--- src/verilog/rcf_defs.svh ---
/*
 Constants of the reset-cause flag block: register offsets, bit positions,
 reset values and encodings. Assumes inclusion by bare name from design files.
*/
`ifndef RCF_DEFS_SVH
`define RCF_DEFS_SVH

// Register byte offsets
`define RCF_ADDR_FLAGS 8'h00
`define RCF_ADDR_STATUS 8'h04
`define RCF_ADDR_MASK 8'h08

// Flag bit positions (status and mask share the layout)
`define RCF_BIT_OVF 7
`define RCF_BIT_UNF 6
`define RCF_BIT_RSVD 5
`define RCF_BIT_WDT 4
`define RCF_BIT_PIN 3
`define RCF_BIT_INSTR 2
`define RCF_BIT_POR 1
`define RCF_BIT_BOR 0

// Reset values and masks
`define RCF_FLAGS_RST 8'h1c
`define RCF_IMPL_MASK 8'hdf
`define RCF_SYNC_RST 5'h01

// Synchroniser lanes
`define RCF_SYN_PIN 0
`define RCF_SYN_POR 1
`define RCF_SYN_BOR 2
`define RCF_SYN_LOW_POWER_SUPPLY_MONITOR 3
`define RCF_SYN_STKEN 4

`endif

--- src/verilog/rcf_pkg.sv ---
/*
 Types of the reset-cause flag block.
 Assumes rcf_defs.svh holds all numeric constants.
*/
package rcf_pkg;
   typedef logic [7:0] rcf_addr_t;
   typedef logic [31:0] rcf_data_t;
   typedef logic [7:0] rcf_flags_t;
   typedef enum logic [1:0] {
      RCF_RESP_OKAY = 2'b00,
      RCF_RESP_SLVERR = 2'b10
   } rcf_resp_e;
endpackage : rcf_pkg

--- src/verilog/rcf_regbus_if.sv ---
/*
 Internal register access between the bus slave and the register file.
 Assumes one clock; all signals are same-cycle combinational handshakes.
*/
`timescale 1ns/1ps
interface rcf_regbus_if;
   import rcf_pkg::*;
   logic wr_en;
   rcf_addr_t wr_addr;
   rcf_data_t wr_data;
   logic [3:0] wr_strb;
   logic wr_hit;
   rcf_addr_t rd_addr;
   rcf_data_t rd_data;
   logic rd_hit;
   modport bus_side (output wr_en, wr_addr, wr_data, wr_strb, rd_addr, input wr_hit, rd_data, rd_hit);
   modport reg_side (input wr_en, wr_addr, wr_data, wr_strb, rd_addr, output wr_hit, rd_data, rd_hit);
endinterface : rcf_regbus_if

--- src/verilog/rcf_axil_slave.sv ---
/*
 AXI4-Lite slave: takes one write and one read at a time and hands them to
 the register file over rcf_regbus_if. Assumes the register file answers
 hit flags and read data combinationally from the offered address.
*/
`timescale 1ns/1ps
module rcf_axil_slave
   import rcf_pkg::*;
(
   input wire logic clk,
   input wire logic rstn,
   input wire rcf_addr_t awaddr,
   input wire logic awvalid,
   output logic awready,
   input wire rcf_data_t wdata,
   input wire logic [3:0] wstrb,
   input wire logic wvalid,
   output logic wready,
   output rcf_resp_e bresp,
   output logic bvalid,
   input wire logic bready,
   input wire rcf_addr_t araddr,
   input wire logic arvalid,
   output logic arready,
   output rcf_data_t rdata,
   output rcf_resp_e rresp,
   output logic rvalid,
   input wire logic rready,
   rcf_regbus_if.bus_side rif
);
   logic aw_full_reg, w_full_reg, ar_full_reg;
   rcf_addr_t awaddr_reg, araddr_reg;
   rcf_data_t wdata_reg;
   logic [3:0] wstrb_reg;

   // Write goes ahead once address and data are both held
   assign rif.wr_en = aw_full_reg & w_full_reg & ~bvalid;
   assign rif.wr_addr = awaddr_reg;
   assign rif.wr_data = wdata_reg;
   assign rif.wr_strb = wstrb_reg;
   assign rif.rd_addr = araddr_reg;

   // Write address channel
   always_ff @(posedge clk) begin
      if (!rstn) begin
         awready <= 1'b1;
         aw_full_reg <= 1'b0;
         awaddr_reg <= '0;
      end else if (awvalid && awready) begin
         awready <= 1'b0;
         aw_full_reg <= 1'b1;
         awaddr_reg <= awaddr;
      end else begin
         if (rif.wr_en) aw_full_reg <= 1'b0;
         if (bvalid && bready) awready <= 1'b1;
      end
   end

   // Write data channel
   always_ff @(posedge clk) begin
      if (!rstn) begin
         wready <= 1'b1;
         w_full_reg <= 1'b0;
         wdata_reg <= '0;
         wstrb_reg <= '0;
      end else if (wvalid && wready) begin
         wready <= 1'b0;
         w_full_reg <= 1'b1;
         wdata_reg <= wdata;
         wstrb_reg <= wstrb;
      end else begin
         if (rif.wr_en) w_full_reg <= 1'b0;
         if (bvalid && bready) wready <= 1'b1;
      end
   end

   // Write response, error for unmapped offsets
   always_ff @(posedge clk) begin
      if (!rstn) begin
         bvalid <= 1'b0;
         bresp <= RCF_RESP_OKAY;
      end else if (rif.wr_en) begin
         bvalid <= 1'b1;
         bresp <= rif.wr_hit ? RCF_RESP_OKAY : RCF_RESP_SLVERR;
      end else if (bready) begin
         bvalid <= 1'b0;
      end
   end

   // Read address and data
   always_ff @(posedge clk) begin
      if (!rstn) begin
         arready <= 1'b1;
         ar_full_reg <= 1'b0;
         araddr_reg <= '0;
         rvalid <= 1'b0;
         rdata <= '0;
         rresp <= RCF_RESP_OKAY;
      end else if (arvalid && arready) begin
         arready <= 1'b0;
         ar_full_reg <= 1'b1;
         araddr_reg <= araddr;
      end else if (ar_full_reg) begin
         ar_full_reg <= 1'b0;
         rvalid <= 1'b1;
         rdata <= rif.rd_data;
         rresp <= rif.rd_hit ? RCF_RESP_OKAY : RCF_RESP_SLVERR;
      end else if (rvalid && rready) begin
         rvalid <= 1'b0;
         arready <= 1'b1;
      end
   end
endmodule : rcf_axil_slave

--- src/verilog/rcf_reset_cause_flags.sv ---
/*
 Reset-cause flag register with event status, interrupt mask and AXI4-Lite
 access. Assumes stack, watchdog and instruction pulses come from logic on
 clk; pin, supply monitor and stack-reset-enable levels are asynchronous.
*/
`timescale 1ns/1ps
`include "rcf_defs.svh"
module rcf_reset_cause_flags
   import rcf_pkg::*;
(
   input wire logic clk,
   input wire logic rstn,
   input wire rcf_addr_t awaddr,
   input wire logic awvalid,
   output logic awready,
   input wire rcf_data_t wdata,
   input wire logic [3:0] wstrb,
   input wire logic wvalid,
   output logic wready,
   output rcf_resp_e bresp,
   output logic bvalid,
   input wire logic bready,
   input wire rcf_addr_t araddr,
   input wire logic arvalid,
   output logic arready,
   output rcf_data_t rdata,
   output rcf_resp_e rresp,
   output logic rvalid,
   input wire logic rready,
   input wire logic stack_overflow_pulse,
   input wire logic stack_underflow_pulse,
   input wire logic wdt_timeout_pulse,
   input wire logic soft_reset_instr_pulse,
   input wire logic external_reset_pin_n,
   input wire logic por_req,
   input wire logic bor_req,
   input wire logic low_power_supply_monitor,
   input wire logic stack_reset_enable,
   output rcf_flags_t reset_cause_register,
   output logic core_reset_pulse,
   output logic irq
);
   rcf_regbus_if rif();

   rcf_flags_t flags_reg, flags_next;
   rcf_flags_t status_reg, status_next;
   rcf_flags_t mask_reg;
   rcf_flags_t evt_vec;
   logic [4:0] sync1_reg, sync2_reg, prev_reg;
   logic stack_en, pin_evt, por_evt, bor_evt, bor_prev, bor_now;
   logic ovf_evt, unf_evt, wdt_evt, instr_evt;
   logic flags_wr, status_wr, mask_wr;

   // Bus slave
   rcf_axil_slave u_slave (
      .clk(clk),
      .rstn(rstn),
      .awaddr(awaddr),
      .awvalid(awvalid),
      .awready(awready),
      .wdata(wdata),
      .wstrb(wstrb),
      .wvalid(wvalid),
      .wready(wready),
      .bresp(bresp),
      .bvalid(bvalid),
      .bready(bready),
      .araddr(araddr),
      .arvalid(arvalid),
      .arready(arready),
      .rdata(rdata),
      .rresp(rresp),
      .rvalid(rvalid),
      .rready(rready),
      .rif(rif.bus_side)
   );

   // Two-flop synchronisers for pin, supply monitors and the enable strap
   always_ff @(posedge clk) begin
      if (!rstn) begin
         sync1_reg <= `RCF_SYNC_RST;
         sync2_reg <= `RCF_SYNC_RST;
         prev_reg <= `RCF_SYNC_RST;
      end else begin
         sync1_reg <= {stack_reset_enable, low_power_supply_monitor, bor_req, por_req, external_reset_pin_n};
         sync2_reg <= sync1_reg;
         prev_reg <= sync2_reg;
      end
   end

   // Event detection from synchronised levels and same-clock pulses
   assign stack_en = sync2_reg[`RCF_SYN_STKEN];
   assign bor_now = sync2_reg[`RCF_SYN_BOR] | sync2_reg[`RCF_SYN_LOW_POWER_SUPPLY_MONITOR];
   assign bor_prev = prev_reg[`RCF_SYN_BOR] | prev_reg[`RCF_SYN_LOW_POWER_SUPPLY_MONITOR];
   assign bor_evt = bor_now & ~bor_prev;
   assign por_evt = sync2_reg[`RCF_SYN_POR] & ~prev_reg[`RCF_SYN_POR];
   assign pin_evt = prev_reg[`RCF_SYN_PIN] & ~sync2_reg[`RCF_SYN_PIN];
   assign ovf_evt = stack_overflow_pulse & stack_en;
   assign unf_evt = stack_underflow_pulse & stack_en;
   assign wdt_evt = wdt_timeout_pulse;
   assign instr_evt = soft_reset_instr_pulse;
   assign evt_vec = {ovf_evt, unf_evt, 1'b0, wdt_evt, pin_evt, instr_evt, por_evt, bor_evt};

   // Address decode; only byte lane 0 carries register data
   assign flags_wr = rif.wr_en && rif.wr_addr == `RCF_ADDR_FLAGS && rif.wr_strb[0];
   assign status_wr = rif.wr_en && rif.wr_addr == `RCF_ADDR_STATUS && rif.wr_strb[0];
   assign mask_wr = rif.wr_en && rif.wr_addr == `RCF_ADDR_MASK && rif.wr_strb[0];
   assign rif.wr_hit = rif.wr_addr == `RCF_ADDR_FLAGS || rif.wr_addr == `RCF_ADDR_STATUS ||
                       rif.wr_addr == `RCF_ADDR_MASK;

   // Read mux, upper bits read as zero
   always_comb begin
      rif.rd_hit = 1'b1;
      rif.rd_data = '0;
      unique case (rif.rd_addr)
         `RCF_ADDR_FLAGS: rif.rd_data = {24'h000000, flags_reg};
         `RCF_ADDR_STATUS: rif.rd_data = {24'h000000, status_reg};
         `RCF_ADDR_MASK: rif.rd_data = {24'h000000, mask_reg};
         default: rif.rd_hit = 1'b0;
      endcase
   end

   // Flag next value: firmware write first, hardware events override it
   always_comb begin
      flags_next = flags_reg;
      if (flags_wr) begin
         flags_next = rif.wr_data[7:0];
      end
      if (ovf_evt) begin
         flags_next[`RCF_BIT_OVF] = 1'b1;
      end
      if (unf_evt) begin
         flags_next[`RCF_BIT_UNF] = 1'b1;
      end
      if (wdt_evt) begin
         flags_next[`RCF_BIT_WDT] = 1'b0;
      end
      if (pin_evt) begin
         flags_next[`RCF_BIT_PIN] = 1'b0;
      end
      if (instr_evt) begin
         flags_next[`RCF_BIT_INSTR] = 1'b0;
      end
      if (bor_evt || por_evt) begin
         flags_next[`RCF_BIT_OVF] = 1'b0;
         flags_next[`RCF_BIT_UNF] = 1'b0;
         flags_next[`RCF_BIT_WDT] = 1'b1;
         flags_next[`RCF_BIT_PIN] = 1'b1;
         flags_next[`RCF_BIT_INSTR] = 1'b1;
      end
      if (bor_evt) begin
         flags_next[`RCF_BIT_BOR] = 1'b0;
      end
      if (por_evt) begin
         flags_next[`RCF_BIT_POR] = 1'b0;
      end
      flags_next[`RCF_BIT_RSVD] = 1'b0;
   end

   // Flag register
   always_ff @(posedge clk) begin
      if (!rstn) begin
         flags_reg <= `RCF_FLAGS_RST;
      end else begin
         flags_reg <= flags_next;
      end
   end

   // Sticky event status, write one to clear, a new event wins
   always_comb begin
      status_next = status_reg;
      if (status_wr) begin
         status_next = status_reg & ~rif.wr_data[7:0];
      end
      status_next = (status_next | evt_vec) & `RCF_IMPL_MASK;
   end

   always_ff @(posedge clk) begin
      if (!rstn) begin
         status_reg <= '0;
      end else begin
         status_reg <= status_next;
      end
   end

   // Interrupt mask
   always_ff @(posedge clk) begin
      if (!rstn) begin
         mask_reg <= '0;
      end else if (mask_wr) begin
         mask_reg <= rif.wr_data[7:0] & `RCF_IMPL_MASK;
      end
   end

   // Outputs from flops: flag copy, core reset request, interrupt
   always_ff @(posedge clk) begin
      if (!rstn) begin
         reset_cause_register <= `RCF_FLAGS_RST;
         core_reset_pulse <= 1'b0;
         irq <= 1'b0;
      end else begin
         reset_cause_register <= flags_next;
         core_reset_pulse <= |evt_vec;
         irq <= |(status_next & mask_reg);
      end
   end
endmodule : rcf_reset_cause_flags

--- config.mk ---
export PLATFORM = sky130hd
export DESIGN_NAME = rcf_reset_cause_flags
export DESIGN_NICKNAME = d
export VERILOG_FILES = /design/src/verilog/rcf_pkg.sv /design/src/verilog/rcf_regbus_if.sv /design/src/verilog/rcf_axil_slave.sv /design/src/verilog/rcf_reset_cause_flags.sv
export VERILOG_INCLUDE_DIRS = /design/src /design/src/verilog
export SDC_FILE = /design/constraint.sdc
export NUM_CORES = 1
export LEC_CHECK = 0
export ABC_AREA = 1
export ABC_CLOCK_PERIOD_IN_PS = 3400
export BUFFER_PORTS_ARGS = -buffer_cell sky130_fd_sc_hd__buf_2
export CAP_MARGIN = 20
export CELL_PAD_IN_SITES_DETAIL_PLACEMENT = 0
export CELL_PAD_IN_SITES_GLOBAL_PLACEMENT = 1
export CORE_ASPECT_RATIO = 0.5
export CORE_UTILIZATION = 42
export CTS_CLUSTER_SIZE = 30
export DETAILED_ROUTE_END_ITERATION = 6
export GPL_ROUTABILITY_DRIVEN = 0
export GPL_TIMING_DRIVEN = 0
export HOLD_SLACK_MARGIN = 0.02
export PLACE_DENSITY = 0.95
export SKIP_LAST_GASP = 1
export SYNTH_ARGS = -nofsm -noshare
export SYNTH_HDL_FRONTEND = slang
export SYNTH_HIERARCHICAL = 1
export SYNTH_SLANG_ARGS = --single-unit
--- constraint.sdc ---
create_clock -name clk -period 3.4 [get_ports clk]
set_clock_uncertainty 0.15 [all_clocks]
set_input_delay 0.51 -clock clk [delete_from_list [all_inputs] [get_ports clk]]
set_output_delay 0.51 -clock clk [all_outputs]
set_load 0.01 [all_outputs]
==> impl_metrics.env <==
export IMPL_post_cts_buffers=0
export IMPL_dr_pass1_iters=4
export IMPL_p_sw_w=0.000702
export IMPL_h_tree_depth=3
export IMPL_r2r_cells=7
export IMPL_syn_area_sq_um=4030
export IMPL_fin_crit_sh_pct=57.0
export IMPL_antenna_found_initial=0
export IMPL_multiInputGateArea_sq_um=1700
export IMPL_grt_pass1_wl_um=14900
export IMPL_ant_nets=0
export IMPL_grt_use_total_pct=19.2
export IMPL_cts_tree="done"
export IMPL_vdd_drop_max_uv=284
export IMPL_maxCapViolations=0
export IMPL_max_freq_ghz=0.516
export IMPL_grt_ovfl_total=0
export IMPL_dieArea_sq_um=10000
export IMPL_post_cts_resize_count=0
export IMPL_slew_headroom_pct=65.9
export IMPL_synthCells=519
export IMPL_remaining_drc_errors=0
export IMPL_syn_to_final_growth_pct=24.1
export IMPL_p_clk_share_pct=37.7
export IMPL_grt_max_degree=19
export IMPL_crit_path_max_incr_delay_ns=0.42
export IMPL_rows=24
export IMPL_cts_hold_buf=0
export IMPL_cp_end_kind="register"
export IMPL_power_density_cell_area_nw_per_um2=526
export IMPL_setup_violations=0
export IMPL_hpwl_um=6810
export IMPL_path_cells="nand2_1 -> nor2_1 -> nand2_1 -> nor2_1 -> nand2_4 -> o211ai_1 -> a21oi_1"
export IMPL_core_area_sq_um=9010
export IMPL_largest_register="u_slave/rdata"
export IMPL_grt_pass1_vias=3251
export IMPL_clk_pin_slew_worst_paths_ns=0.07
export IMPL_cts_path_max_buffers=2
export IMPL_crit_type="register to register"
export IMPL_die_w_um=140
export IMPL_p_int_w=0.00193
export IMPL_yosysWarnings=6
export IMPL_hold_viol=0
export IMPL_leakagePower_nw=2.31
export IMPL_critical_path_arrival_ns=2.02
export IMPL_io_pins=119
export IMPL_min_period_ns=1.94
export IMPL_die_h_um=71.2
export IMPL_drt_iter0_drc=200
export IMPL_rsz0062_at_grt="no"
export IMPL_final_cells=765
export IMPL_holdPathStages=3
export IMPL_avgRoutedWirePerCell_um=11.8
export IMPL_clockRootBuffer="clkbuf_16"
export IMPL_syn_area_per_cell_sq_um=7.76
export IMPL_largest_register_ffs=32
export IMPL_n_fill_cell=894
export IMPL_worst_pin_slew_ns=0.510
export IMPL_p_sw_share_pct=26.7
export IMPL_clk_latency_ns=0.34
export IMPL_dp_cells=749
export IMPL_nNetsFinal=711
export IMPL_startpoint_type="register"
export IMPL_hold_path_class="primary input to register"
export IMPL_final_seq_area_sq_um=2060
export IMPL_n_antenna_cell=0
export IMPL_critPathRequiredTime_ns=3.48
export IMPL_share_seq_of_total_power_pct=50.2
export IMPL_place_port_buffers=87
export IMPL_drive_above_1_share_pct=22.1
export IMPL_wirelength_um=9010
export IMPL_combPwrFrac_pct=12.1
export IMPL_final_setup_tns_ns=0
export IMPL_vias=3595
export IMPL_cts_buffers=9
export IMPL_slowest_stage="nor2_1"
export IMPL_worstPathMaxFanout=9
export IMPL_drv_slew=0
export IMPL_cts_sinks=103
export IMPL_initial_utilization_pct=44.7
export IMPL_status="finished clean"
export IMPL_vias_per_cell=4.70
-- cell usage in the layout (no fill, tap or decap) --
master      instances
nor2_1             68
nor3_1              2
clkinvlp_4          2
clkbuf_8            1
a21oi_1            56
inv_6               2
clkbuf_16           9
inv_8               1
clkbuf_1            9
o21ai_0            29
nor4_4              1
nand2_2             2
or2_2               3
nand4_1             5
buf_2              95
o221ai_1            3
o22ai_1             1
nor2_4              1
clkinv_4            2
nand3_1            44
o211ai_1            5
o21ai_1            10
inv_2               3
conb_1             28
a21oi_2             1
inv_1              38
buf_6               7
a41oi_1             1
nand2_4             3
a31oi_1             2
nor2_2              3
dfxtp_1           103
clkbuf_2            1
o21bai_1            1
buf_4               6
nand2_1           100
-- layer usage --
| metal | vias up | part of all wire, % | GRT usage, % | wire, um |
|---|---|---|---|---|
| met5 | - | 0 | 0 | 0 |
| met4 | 0 | 0.91 | 5.56 | 82 |
| met3 | 7 | 6.3 | 4.75 | 566 |
| met2 | 101 | 42 | 30.0 | 3800 |
| met1 | 1577 | 51 | 26.6 | 4560 |
| li1 | 1910 | - | - | - |
-- critical path: cells and delay by family, from the launching register on --
family / cells / cell delay (ns)
simple gates: 5 / 1.02
flops: 1 / 0.36
compound gates: 2 / 0.29
-- area by class of cell --
class	instances	share of cell area (%)
Tap cell	117	2.93
Clock inverter	6	1.05
Sequential cell	103	41.3
Timing Repair Buffer	87	8.71
Inverter	42	3.25
Buffer	31	4.06
Multi-Input combinational cell	369	34.0
Clock buffer	10	4.78
-- path summary, 6_finish.rpt --
path                                     endpoint                       startpoint  slack (ns)
max          reset_cause_register[0]$_SDFFE_PP0P_  u_slave/w_full_reg$_SDFFE_PN0P_        1.46
min                       sync1_reg[3]$_SDFF_PN0_         low_power_supply_monitor        0.19
max reg2reg  reset_cause_register[0]$_SDFFE_PP0P_  u_slave/w_full_reg$_SDFFE_PN0P_        1.46
min reg2reg               sync2_reg[2]$_SDFF_PN0_          sync1_reg[2]$_SDFF_PN0_        0.26
-- through the flow --
stage	hold WS (ns)	utilization [%]	cell area [sq um]	setup WS (ns)	power, W
after floorplan	0.240	-	4120	1.84	0.00156
after global placement	0.245	52.2	4710	1.49	0.00166
after detailed placement	0.251	52.2	4710	1.51	0.00167
after CTS	0.180	55.5	5000	1.47	0.00265
after global routing	0.194	55.5	5000	1.28	0.00275
final	0.192	55.5	5000	1.46	0.00263
-- power groups by stage --
stage               Clock, W  Sequential (W)  Combinational [W]
finish              0.000990         0.00132           0.000318
global route         0.00106         0.00133           0.000365
CTS                  0.00101         0.00132           0.000319
detailed placement         0         0.00135           0.000318
global placement           0         0.00135           0.000314
floorplan                  0         0.00135           0.000209
(Power assumes the default switching activity.)
